==> src/rtl/pcfg_pkg.sv <==
// Shared constants and types for the PHY configuration and control register bank.
`default_nettype none
package pcfg_pkg;
  // Register indices; the byte address on the bus is four times the index.
  localparam logic [7:0] CONF3_IDX     = 8'h1e;
  localparam logic [7:0] CTRL_IDX      = 8'h1f;
  localparam logic [7:0] TPAIR_IDX     = 8'h25;
  localparam logic [7:0] XTMR_IDX      = 8'h2c;
  localparam logic [7:0] IRQ_STAT_IDX  = 8'h38;
  localparam logic [7:0] IRQ_MASK_IDX  = 8'h39;
  // Field positions of phy_config_three.
  localparam int CONF3_FD_BIT     = 11;
  localparam int CONF3_ROBUST_BIT = 9;
  localparam int CONF3_QUICK_BIT  = 8;
  localparam int CONF3_INTOE_BIT  = 7;
  localparam int CONF3_FORCE_BIT  = 6;
  localparam int CONF3_FAIL_BIT   = 2;
  localparam int CONF3_DONE_BIT   = 1;
  localparam int CONF3_LAUNCH_BIT = 0;
  // Field positions of device_reset_control.
  localparam int CTRL_FULL_BIT    = 15;
  localparam int CTRL_RESTART_BIT = 14;
  // Field positions of test_pair_control and crossover_timer_config.
  localparam int TPAIR_SEL_LSB = 5;
  localparam int XTMR_RSVD_LSB = 4;
  // Interrupt status bit positions.
  localparam int IRQ_CT_DONE_BIT = 0;
  localparam int IRQ_CT_FAIL_BIT = 1;
  localparam int IRQ_XO_LOCK_BIT = 2;
  localparam int IRQ_W           = 3;
  // Reset values.
  localparam logic        CT_DONE_RST    = 1'b1;
  localparam logic [7:0]  TPAIR_RSVD_RST = 8'h04;
  localparam logic [2:0]  TPAIR_SEL_RST  = 3'h0;
  localparam logic [11:0] XTMR_RSVD_RST  = 12'h141;
  localparam logic [3:0]  XTMR_CODE_RST  = 4'hf;
  // Timing.
  localparam int CLK_PERIOD_NS = 10;
  localparam int MS_TIME_NS    = 1000000;
  localparam int MS_CYCLES     = MS_TIME_NS / CLK_PERIOD_NS;
  localparam int XTMR_STEP_MS  = 32;
  // Link state seen by the register bank.
  typedef struct packed {
    logic partner_forced_100tx; // Partner runs forced 100BASE-TX.
    logic local_autoneg_en;     // Local auto-negotiation enabled.
    logic local_forced_100tx;   // Local side forced to 100BASE-TX.
    logic ieee_full_duplex;     // Duplex from standard resolution.
    logic energy_detect;        // Receive energy on the current pairing.
  } pcfg_link_t;
  // Captured AHB address phase.
  typedef struct packed {
    logic       wr;
    logic       rd;
    logic [7:0] idx;
  } pcfg_cmd_t;
  typedef enum logic [1:0] {
    XO_HUNT = 2'b00,
    XO_LOCK = 2'b01
  } pcfg_xo_state_t;
endpackage
`default_nettype wire

==> src/rtl/pcfg_regs.sv <==
// PHY configuration and control register bank with AHB-Lite slave, crossover hunter and cable-test control.
`default_nettype none
// Overview of operation
// - Extended duplex bit forces full duplex against a forced 100BASE-TX partner.
// - With extended duplex off, duplex follows standard resolution.
// - Robust crossover bit selects robust resolution, otherwise normal automatic mode.
// - Robust mode keeps hunting in pairings where normal mode would deadlock.
// - Quick crossover bit shortens resolution when both ends are forced 100BASE-TX.
// - Pin role bit makes the shared pin an interrupt output or power-down input.
// - Force bit asserts the interrupt pin regardless of status, when the pin role is interrupt output.
// - Reserved bits 5:3 ignore writes and read zero.
// - Writing one to the launch bit starts a cable test.
// - Test complete is read-only, resets to one, zero while testing.
// - Test failed is read-only and reads one after a failed test.
// - Full soft reset returns every register to default, then clears itself.
// - Soft restart resets the engine but keeps registers, then clears itself.
// - Top select bit drives test mode on all four pairs.
// - Otherwise bits 6:5 pick one pair, A through D.
// - Timer code 0, 1, 2 give 32, 64, 96 ms slots.
module pcfg_regs #(
  parameter int         MS_CYCLES      = pcfg_pkg::MS_CYCLES, // Clock cycles per millisecond tick.
  parameter logic [9:0] NORMAL_SLOT_MS = 10'd64,              // Normal crossover slot length.
  parameter logic [9:0] QUICK_SLOT_MS  = 10'd8                // Quick crossover slot length.
) (
  input  wire logic               clk,                  // 100 MHz clock.
  input  wire logic               reset_n,              // Asynchronous reset, active low.
  input  wire logic               hsel,                 // AHB slave select.
  input  wire logic [31:0]        haddr,                // AHB address.
  input  wire logic [1:0]         htrans,               // AHB transfer type.
  input  wire logic               hwrite,               // AHB write.
  input  wire logic [2:0]         hsize,                // AHB size, word only.
  input  wire logic [31:0]        hwdata,               // AHB write data.
  input  wire logic               hready,               // AHB bus ready.
  output logic                    hreadyout,            // AHB slave ready.
  output logic                    hresp,                // AHB response, always OKAY.
  output logic [31:0]             hrdata,               // AHB read data.
  input  wire pcfg_pkg::pcfg_link_t link,               // Link state.
  input  wire logic               cable_test_finish,    // Test engine finished, one-cycle pulse.
  input  wire logic               cable_test_fault,     // Test result, valid with finish.
  input  wire logic               irq_or_powerdown_pin_i, // Shared pin level in.
  output logic                    irq_or_powerdown_pin_o, // Shared pin level out, low asserts interrupt.
  output logic                    irq_or_powerdown_pin_oe, // Shared pin output enable.
  output logic                    powerdown_req,        // Power-down requested through the pin.
  output logic                    link_full_duplex,     // Resolved duplex.
  output logic                    mdix_sel,             // Crossover selection, 1 is MDIX.
  output logic                    cable_test_run,       // Cable test engine running.
  output logic [3:0]              test_pair_en,         // Test mode enable per pair A to D.
  output logic                    core_reset,           // One-cycle reset to the PHY core.
  output logic                    irq                   // Level interrupt.
);
  localparam int MS_W = $clog2(MS_CYCLES);

  // Bus slave. Reads take one wait state so that a write just before is seen.
  pcfg_pkg::pcfg_cmd_t cmd_q;
  logic                hreadyout_q;
  logic [31:0]         hrdata_q;
  logic                take;
  logic                wr_conf3, wr_ctrl, wr_tpair, wr_xtmr, wr_stat, wr_mask;

  assign take     = hsel && hready && htrans[1];
  assign wr_conf3 = cmd_q.wr && (cmd_q.idx == pcfg_pkg::CONF3_IDX);
  assign wr_ctrl  = cmd_q.wr && (cmd_q.idx == pcfg_pkg::CTRL_IDX);
  assign wr_tpair = cmd_q.wr && (cmd_q.idx == pcfg_pkg::TPAIR_IDX);
  assign wr_xtmr  = cmd_q.wr && (cmd_q.idx == pcfg_pkg::XTMR_IDX);
  assign wr_stat  = cmd_q.wr && (cmd_q.idx == pcfg_pkg::IRQ_STAT_IDX);
  assign wr_mask  = cmd_q.wr && (cmd_q.idx == pcfg_pkg::IRQ_MASK_IDX);

  always_ff @(posedge clk or negedge reset_n) begin
    if (!reset_n) begin
      cmd_q       <= '0;
      hreadyout_q <= 1'b1;
    end else if (take) begin
      cmd_q.wr    <= hwrite;
      cmd_q.rd    <= !hwrite;
      cmd_q.idx   <= haddr[9:2];
      hreadyout_q <= hwrite;
    end else begin
      cmd_q.wr    <= 1'b0;
      cmd_q.rd    <= 1'b0;
      hreadyout_q <= 1'b1;
    end
  end

  // Configuration storage.
  logic        fd_q, robust_q, quick_q, intoe_q, force_q, launch_q;
  logic        full_rst_q, restart_q;
  logic [2:0]  tpair_sel_q;
  logic [11:0] xtmr_rsvd_q;
  logic [3:0]  xtmr_code_q;
  logic [pcfg_pkg::IRQ_W-1:0] stat_q, mask_q, events;
  logic        eng_rst;

  assign eng_rst = full_rst_q || restart_q;

  always_ff @(posedge clk or negedge reset_n) begin
    if (!reset_n) begin
      fd_q     <= 1'b0;
      robust_q <= 1'b0;
      quick_q  <= 1'b0;
      intoe_q  <= 1'b0;
      force_q  <= 1'b0;
      launch_q <= 1'b0;
    end else if (full_rst_q) begin
      fd_q     <= 1'b0;
      robust_q <= 1'b0;
      quick_q  <= 1'b0;
      intoe_q  <= 1'b0;
      force_q  <= 1'b0;
      launch_q <= 1'b0;
    end else if (wr_conf3) begin
      fd_q     <= hwdata[pcfg_pkg::CONF3_FD_BIT];
      robust_q <= hwdata[pcfg_pkg::CONF3_ROBUST_BIT];
      quick_q  <= hwdata[pcfg_pkg::CONF3_QUICK_BIT];
      intoe_q  <= hwdata[pcfg_pkg::CONF3_INTOE_BIT];
      force_q  <= hwdata[pcfg_pkg::CONF3_FORCE_BIT];
      launch_q <= hwdata[pcfg_pkg::CONF3_LAUNCH_BIT];
    end
  end

  // Both reset strobes read back as one only for the cycle they act.
  always_ff @(posedge clk or negedge reset_n) begin
    if (!reset_n) begin
      full_rst_q <= 1'b0;
      restart_q  <= 1'b0;
      core_reset <= 1'b0;
    end else begin
      full_rst_q <= wr_ctrl && hwdata[pcfg_pkg::CTRL_FULL_BIT] && !full_rst_q;
      restart_q  <= wr_ctrl && hwdata[pcfg_pkg::CTRL_RESTART_BIT] && !full_rst_q;
      core_reset <= wr_ctrl && (hwdata[pcfg_pkg::CTRL_FULL_BIT] || hwdata[pcfg_pkg::CTRL_RESTART_BIT]);
    end
  end

  always_ff @(posedge clk or negedge reset_n) begin
    if (!reset_n) begin
      tpair_sel_q <= pcfg_pkg::TPAIR_SEL_RST;
      xtmr_rsvd_q <= pcfg_pkg::XTMR_RSVD_RST;
      xtmr_code_q <= pcfg_pkg::XTMR_CODE_RST;
    end else if (full_rst_q) begin
      tpair_sel_q <= pcfg_pkg::TPAIR_SEL_RST;
      xtmr_rsvd_q <= pcfg_pkg::XTMR_RSVD_RST;
      xtmr_code_q <= pcfg_pkg::XTMR_CODE_RST;
    end else begin
      if (wr_tpair) begin
        tpair_sel_q <= hwdata[pcfg_pkg::TPAIR_SEL_LSB +: 3];
      end
      if (wr_xtmr) begin
        xtmr_rsvd_q <= hwdata[pcfg_pkg::XTMR_RSVD_LSB +: 12];
        xtmr_code_q <= hwdata[3:0];
      end
    end
  end

  // Cable test control.
  logic ct_run_q, ct_done_q, ct_fail_q;
  logic ct_start;

  assign ct_start = wr_conf3 && hwdata[pcfg_pkg::CONF3_LAUNCH_BIT] && !ct_run_q && !eng_rst;

  always_ff @(posedge clk or negedge reset_n) begin
    if (!reset_n) begin
      ct_run_q  <= 1'b0;
      ct_done_q <= pcfg_pkg::CT_DONE_RST;
      ct_fail_q <= 1'b0;
    end else if (eng_rst) begin
      ct_run_q  <= 1'b0;
      ct_done_q <= pcfg_pkg::CT_DONE_RST;
      ct_fail_q <= 1'b0;
    end else if (ct_start) begin
      ct_run_q  <= 1'b1;
      ct_done_q <= 1'b0;
      ct_fail_q <= 1'b0;
    end else if (ct_run_q && cable_test_finish) begin
      ct_run_q  <= 1'b0;
      ct_done_q <= 1'b1;
      ct_fail_q <= cable_test_fault;
    end
  end

  assign cable_test_run = ct_run_q;

  // Millisecond tick for the crossover slot timer.
  logic [MS_W-1:0] ms_cnt_q;
  logic            ms_tick;

  assign ms_tick = (ms_cnt_q == MS_W'(MS_CYCLES - 1));

  always_ff @(posedge clk or negedge reset_n) begin
    if (!reset_n) begin
      ms_cnt_q <= '0;
    end else if (eng_rst || ms_tick) begin
      ms_cnt_q <= '0;
    end else begin
      ms_cnt_q <= ms_cnt_q + MS_W'(1);
    end
  end

  // Crossover hunter. Normal mode stalls in pairings it cannot resolve, as the standard hunter would.
  pcfg_pkg::pcfg_xo_state_t xo_q;
  logic [9:0] slot_cnt_q;
  logic [9:0] slot_ms;
  logic       quick_case, deadlock, hunt_en, slot_hit, xo_lock_ev;

  assign quick_case = quick_q && link.local_forced_100tx && !link.local_autoneg_en && link.partner_forced_100tx;
  assign deadlock   = link.partner_forced_100tx && (link.local_autoneg_en || link.local_forced_100tx);
  assign hunt_en    = robust_q || quick_case || !deadlock;
  assign slot_hit   = (xo_q == pcfg_pkg::XO_HUNT) && hunt_en && ms_tick && !link.energy_detect &&
                      (slot_cnt_q >= slot_ms - 10'd1);
  assign xo_lock_ev = (xo_q == pcfg_pkg::XO_HUNT) && link.energy_detect && !eng_rst;

  // The timer field only matters in robust mode; each code step adds one 32 ms slot.
  always_comb begin
    if (quick_case) begin
      slot_ms = QUICK_SLOT_MS;
    end else if (robust_q) begin
      slot_ms = {5'(xtmr_code_q) + 5'h01, 5'h00};
    end else begin
      slot_ms = NORMAL_SLOT_MS;
    end
  end

  always_ff @(posedge clk or negedge reset_n) begin
    if (!reset_n) begin
      xo_q       <= pcfg_pkg::XO_HUNT;
      slot_cnt_q <= 10'h000;
      mdix_sel   <= 1'b0;
    end else if (eng_rst) begin
      xo_q       <= pcfg_pkg::XO_HUNT;
      slot_cnt_q <= 10'h000;
      mdix_sel   <= 1'b0;
    end else begin
      unique case (xo_q)
        pcfg_pkg::XO_HUNT: begin
          if (link.energy_detect) begin
            xo_q       <= pcfg_pkg::XO_LOCK;
            slot_cnt_q <= 10'h000;
          end else if (slot_hit) begin
            mdix_sel   <= !mdix_sel;
            slot_cnt_q <= 10'h000;
          end else if (hunt_en && ms_tick) begin
            slot_cnt_q <= slot_cnt_q + 10'h001;
          end
        end
        pcfg_pkg::XO_LOCK: begin
          if (!link.energy_detect) begin
            xo_q <= pcfg_pkg::XO_HUNT;
          end
        end
      endcase
    end
  end

  // Duplex resolution.
  logic fd_force;

  assign fd_force = fd_q && link.partner_forced_100tx && (link.local_autoneg_en || link.local_forced_100tx);

  always_ff @(posedge clk or negedge reset_n) begin
    if (!reset_n) begin
      link_full_duplex <= 1'b0;
    end else begin
      link_full_duplex <= fd_force ? 1'b1 : link.ieee_full_duplex;
    end
  end

  // Test pair selection.
  always_ff @(posedge clk or negedge reset_n) begin
    if (!reset_n) begin
      test_pair_en <= 4'h0;
    end else begin
      for (int i = 0; i < 4; i++) begin
        test_pair_en[i] <= tpair_sel_q[2] || (tpair_sel_q[1:0] == 2'(i));
      end
    end
  end

  // Interrupt status. A new event wins over a clear in the same cycle.
  assign events[pcfg_pkg::IRQ_CT_DONE_BIT] = ct_run_q && cable_test_finish && !eng_rst;
  assign events[pcfg_pkg::IRQ_CT_FAIL_BIT] = ct_run_q && cable_test_finish && cable_test_fault && !eng_rst;
  assign events[pcfg_pkg::IRQ_XO_LOCK_BIT] = xo_lock_ev;

  always_ff @(posedge clk or negedge reset_n) begin
    if (!reset_n) begin
      stat_q <= '0;
      mask_q <= '0;
    end else if (full_rst_q) begin
      stat_q <= '0;
      mask_q <= '0;
    end else begin
      stat_q <= (stat_q & ~(wr_stat ? hwdata[pcfg_pkg::IRQ_W-1:0] : '0)) | events;
      if (wr_mask) begin
        mask_q <= hwdata[pcfg_pkg::IRQ_W-1:0];
      end
    end
  end

  // Shared pin. The pin is active low when it signals an interrupt, and a low input asks for power-down.
  always_ff @(posedge clk or negedge reset_n) begin
    if (!reset_n) begin
      irq                     <= 1'b0;
      irq_or_powerdown_pin_o  <= 1'b1;
      irq_or_powerdown_pin_oe <= 1'b0;
      powerdown_req           <= 1'b0;
    end else begin
      irq                     <= |(stat_q & mask_q);
      irq_or_powerdown_pin_o  <= !(force_q || |(stat_q & mask_q));
      irq_or_powerdown_pin_oe <= intoe_q;
      powerdown_req           <= !intoe_q && !irq_or_powerdown_pin_i;
    end
  end

  // Read data path.
  logic [15:0] rd16;

  always_comb begin
    rd16 = 16'h0000;
    unique case (cmd_q.idx)
      pcfg_pkg::CONF3_IDX: begin
        rd16[pcfg_pkg::CONF3_FD_BIT]     = fd_q;
        rd16[pcfg_pkg::CONF3_ROBUST_BIT] = robust_q;
        rd16[pcfg_pkg::CONF3_QUICK_BIT]  = quick_q;
        rd16[pcfg_pkg::CONF3_INTOE_BIT]  = intoe_q;
        rd16[pcfg_pkg::CONF3_FORCE_BIT]  = force_q;
        rd16[pcfg_pkg::CONF3_FAIL_BIT]   = ct_fail_q;
        rd16[pcfg_pkg::CONF3_DONE_BIT]   = ct_done_q;
        rd16[pcfg_pkg::CONF3_LAUNCH_BIT] = launch_q;
      end
      pcfg_pkg::CTRL_IDX: begin
        rd16[pcfg_pkg::CTRL_FULL_BIT]    = full_rst_q;
        rd16[pcfg_pkg::CTRL_RESTART_BIT] = restart_q;
      end
      pcfg_pkg::TPAIR_IDX:    rd16 = {pcfg_pkg::TPAIR_RSVD_RST, tpair_sel_q, 5'h00};
      pcfg_pkg::XTMR_IDX:     rd16 = {xtmr_rsvd_q, xtmr_code_q};
      pcfg_pkg::IRQ_STAT_IDX: rd16 = {13'h0000, stat_q};
      pcfg_pkg::IRQ_MASK_IDX: rd16 = {13'h0000, mask_q};
      default:                rd16 = 16'h0000;
    endcase
  end

  always_ff @(posedge clk or negedge reset_n) begin
    if (!reset_n) begin
      hrdata_q <= 32'h0000_0000;
    end else if (cmd_q.rd) begin
      hrdata_q <= {16'h0000, rd16};
    end
  end

  assign hreadyout = hreadyout_q;
  assign hrdata    = hrdata_q;
  assign hresp     = 1'b0;
endmodule
`default_nettype wire

==> config.mk <==
export PLATFORM = sky130hd
export DESIGN_NAME = pcfg_regs
export DESIGN_NICKNAME = d
export VERILOG_FILES = /design/src/rtl/pcfg_pkg.sv /design/src/rtl/pcfg_regs.sv
export SDC_FILE = /design/constraint.sdc
export NUM_CORES = 1
export LEC_CHECK = 0
export BUFFER_PORTS_ARGS = -buffer_cell sky130_fd_sc_hd__buf_4
export CORE_ASPECT_RATIO = 0.7
export CORE_MARGIN = 4
export CORE_UTILIZATION = 55
export CTS_BUF_LIST = sky130_fd_sc_hd__clkbuf_2 sky130_fd_sc_hd__clkbuf_4 sky130_fd_sc_hd__clkbuf_8
export CTS_CLUSTER_DIAMETER = 40
export DETAILED_ROUTE_END_ITERATION = 10
export MAX_ROUTING_LAYER = met4
export PLACE_DENSITY = 0.89
export SYNTH_ARGS = -nofsm -noshare
export SYNTH_HDL_FRONTEND = slang
export SYNTH_SLANG_ARGS = --single-unit
export TNS_END_PERCENT = 50
==> constraint.sdc <==
create_clock -name clk -period 4.2 [get_ports clk]
set_input_delay 0.84 -clock clk [delete_from_list [all_inputs] [get_ports clk]]
set_output_delay 0.84 -clock clk [all_outputs]
set_load 0.05 [all_outputs]
==> impl_metrics.yaml <==
synth:
  ys_warn_count: 0
  synth_cells: 507
  synthAdderAreaFrac_pct: 2.01
  synth-compound-area-share_pct: 13.0
  synthArstFlopShare_pct: 100
  post_synth.cell_area_avg_um2: 9.83
  synth_top_area_share_pct: 46.2
  synthTopCellsByArea: "dfrtp_1, dfstp_2, nand2_1, nor2_1, a21oi_1"
  synthMuxAreaShare_pct: 3.09
  synthSimpleGateAreaFrac_pct: 21.2
  netlist_area_um2: 4980
  ys_types: 59
  seq_area_frac_synth_pct: 51.5
  synth_xor_area_share_pct: 3.34
  synth_edf_count: 0
  synthFlopType: "dfrtp_1"
  synth_top_area_cell: "dfrtp_1"
  synth_top_family_by_area: "simple AND/OR/NAND/NOR gates"
  ys_ff_latch: 102
route:
  drc_errors: 0
  routedWlPerCell_um: 16.7
  ant_nets: 0
  drtIter0Drc: 396
  finalWirelength_mm: 11.5
  drt-vias-per-instance: 5.84
  vias: 4045
  dr.pass1.iters: 5
clock_tree:
  ctsHoldBuffers: 0
  cts_max_path_buffers: 2
  clkSlewWorstSetupHoldPaths_ns: 0.09
  clk_latency_ns: 0.37
  cts_resized: 0
  cts.sinks: 102
  htree_levels: 3
  cts_made_buffers: 9
  postCtsSetupBuffers: 0
  tritoncts: "yes"
  root_buffer: "clkbuf_8"
setup_path:
  reg2regPathDepth: 13
  slowest_stage: "dfstp_2"
  startpoint_type: "register"
  crit_chain: "ha_1, nor2b_1, nand2_1, a32oi_1, xnor2_1, nand2_1, ha_1, a211oi_1, nand2_1, o31ai_2, buf_4, nand3b_4, o311ai_1"
  cp.depth: 13
  cp_common_cell: "nand2_1"
  crit_fanout: 10
  cp_top_family: "compound AO/OA/AOI/OAI gates"
  crit_buf_inv: 1
  cp-end-kind: "register"
  arrival_ns: 3.70
  required_ns: 4.46
  r2r_slack_ns: 0.76
  max_stage_delay_ns: 0.59
  critical_path_class: "register to register"
timing:
  post-route-period-util_pct: 81.9
  finalSetupViolCount: 0
  setup_ws_ns: 0.759
  drv_slew: 0
  finalHoldViolations: 0
  final.min_clock_period_ns: 3.44
  finClkSkew_ns: 0.00889
  fmax_mhz: 291
  tightest_slew_ns: 0.981
  grt_setup_unrepaired: "no"
  slew_headroom_pct: 34.1
  tns_ns: 0
power_and_ir_drop:
  p_per_area_nw_per_um2: 387
  power_frac_seq_pct: 52.5
  p_total_w: 0.00221
  power_frac_comb_pct: 17.7
  switching_share_pct: 29.9
  p_leak_nw: 2.62
  p_int_w: 0.00155
  peakVddDrop_mv: 0.236
  p_switching_w: 0.000662
  power_frac_clock_pct: 29.7
cells_and_area:
  layout.nets: 658
  final_cell_mix: "dfrtp_1, buf_4, nand2_1"
  drive_gt1_share_pct: 20.6
  final_common_cell: "dfrtp_1"
  area_growth_pct: 15.0
  final_cell_area_um2: 5730
  n_antenna_cell: 0
floorplanning:
  coreArea_um2: 8650
  die-area_um2: 10700
  fp.dieW_um: 122
  num_rows: 28
  io_pins: 128
  die_h_um: 87.6
  start_util_pct: 57.6
grt:
  use_met1_pct: 29.5
  busiest_layer: "met2"
  grt_use_met3_pct: 5.55
  grt_util_met2_pct: 38.0
  track_usage_pct: 23.8
  overflow: 0
  grt_pass1_wl_mm: 19.3
  grt_max_degree: 46
  first_global_vias: 4114
  antenna_found_initial: 0
outcome:
  status: "completed"
place:
  post-place-ws_ns: 0.875
  io_buffer_count: 66
  detailed_place_hpwl_mm: 8.35
  place_area_um2: 5510
  gp_congestion: 0.825
worst_hold_path:
  hp-class: "primary input to asynchronous set/reset pin"
run:
  drv_cap: 0
[power by group through the flow]
stage          clock [W]  combinational (W)  sequential, W
2_1_floorplan          0           0.000205        0.00123
3_3_place_gp           0           0.000377        0.00117
3_5_place_dp           0           0.000394        0.00118
4_1_cts         0.000666           0.000396        0.00116
5_1_grt         0.000710           0.000429        0.00117
6_report        0.000659           0.000393        0.00116
[sequential cells by signal (all words and copies together) (netlist names), 3 cells and up]
| register | count |
|---|---|
| tpair_sel_q | 3 |
| test_pair_en | 4 |
| xtmr_code_q | 4 |
| hrdata | 16 |
| mask_q | 3 |
| slot_cnt_q | 10 |
| ms_cnt_q | 17 |
| stat_q | 3 |
| xtmr_rsvd_q | 12 |
| cmd_q | 10 |
[cell type report]
type	count	area (um2)
clock buffer	14	180
clock inverter	2	38.8
fill	680	2920
inverter	18	67.6
multi-input combinational	365	2190
sequential	102	2560
tap	120	150
timing repair buffer	72	541
[cell usage after synthesis, types with 2 or more instances]
cell and count:
dfrtp_1 92, nand2_1 67, nor2_1 47, a21oi_1 35, nand3_1 33, buf_4 18
inv_1 18, o21ai_0 14, clkbuf_1 13, xor2_1 12, a22oi_1 11, mux2_2 11
dfstp_2 10, ha_1 8, nand3b_1 8, nand4_1 8, and2_1 7, xnor2_1 7
nand2b_1 6, o2111ai_1 5, a211oi_1 4, buf_2 4, nor3_1 4, nor3b_1 4
o311ai_1 4, or2_2 4, a21o_1 3, and3_1 3, mux2i_1 3, nor2b_1 3
o211ai_1 3, o22ai_1 3, a222oi_1 2, a22o_1 2, buf_1 2, nand4b_1 2
nor4bb_1 2, o21bai_1 2, o2bb2ai_1 2, o31ai_1 2
[worst paths after layout]
check / start / end
worst max-delay path: xtmr_code_q[0]$_DFFE_PN1P_ / slot_cnt_q[6]$_DFFE_PN0P_
worst min-delay path: reset_n / ms_cnt_q[15]$_DFF_PN0_
worst max register to register: xtmr_code_q[0]$_DFFE_PN1P_ / slot_cnt_q[6]$_DFFE_PN0P_
worst min register to register: intoe_q$_DFFE_PN0P_ / irq_or_powerdown_pin_oe$_DFF_PN0_
max in group asynchronous: reset_n / ct_done_q$_DFFE_PN1P_
min in group clk: intoe_q$_DFFE_PN0P_ / irq_or_powerdown_pin_oe$_DFF_PN0_
[logic make-up (layout without fill, tap and decap cells)]
family          after synthesis  in the layout
compound gates               99             99
xor+xnor                     19             19
fa+ha+maj                     8              8
buf+inv                      56            106
flops                       102            102
mux                          14             14
other cells                   1             17
simple gates                208            208
[stage by stage]
| stage | hold slack (ns) | std cells | utilization (%) |
|---|---|---|---|
| 2_1_floorplan | 0.389 | 523 | - |
| 3_3_place_gp | 0.414 | 677 | 63.7 |
| 3_5_place_dp | 0.415 | 677 | 63.7 |
| 4_1_cts | 0.404 | 693 | 66.2 |
| 5_1_grt | 0.413 | 693 | 66.2 |
| 6_report | 0.393 | 693 | 66.2 |
[metal layers]
| layer | up-vias | routed length (um) |
|---|---|---|
| met5 | - | 0 |
| met4 | 0 | 237 |
| met3 | 22 | 834 |
| met2 | 187 | 5710 |
| met1 | 1975 | 4760 |
| li1 | 1861 | - |
(Power assumes the default switching activity.)
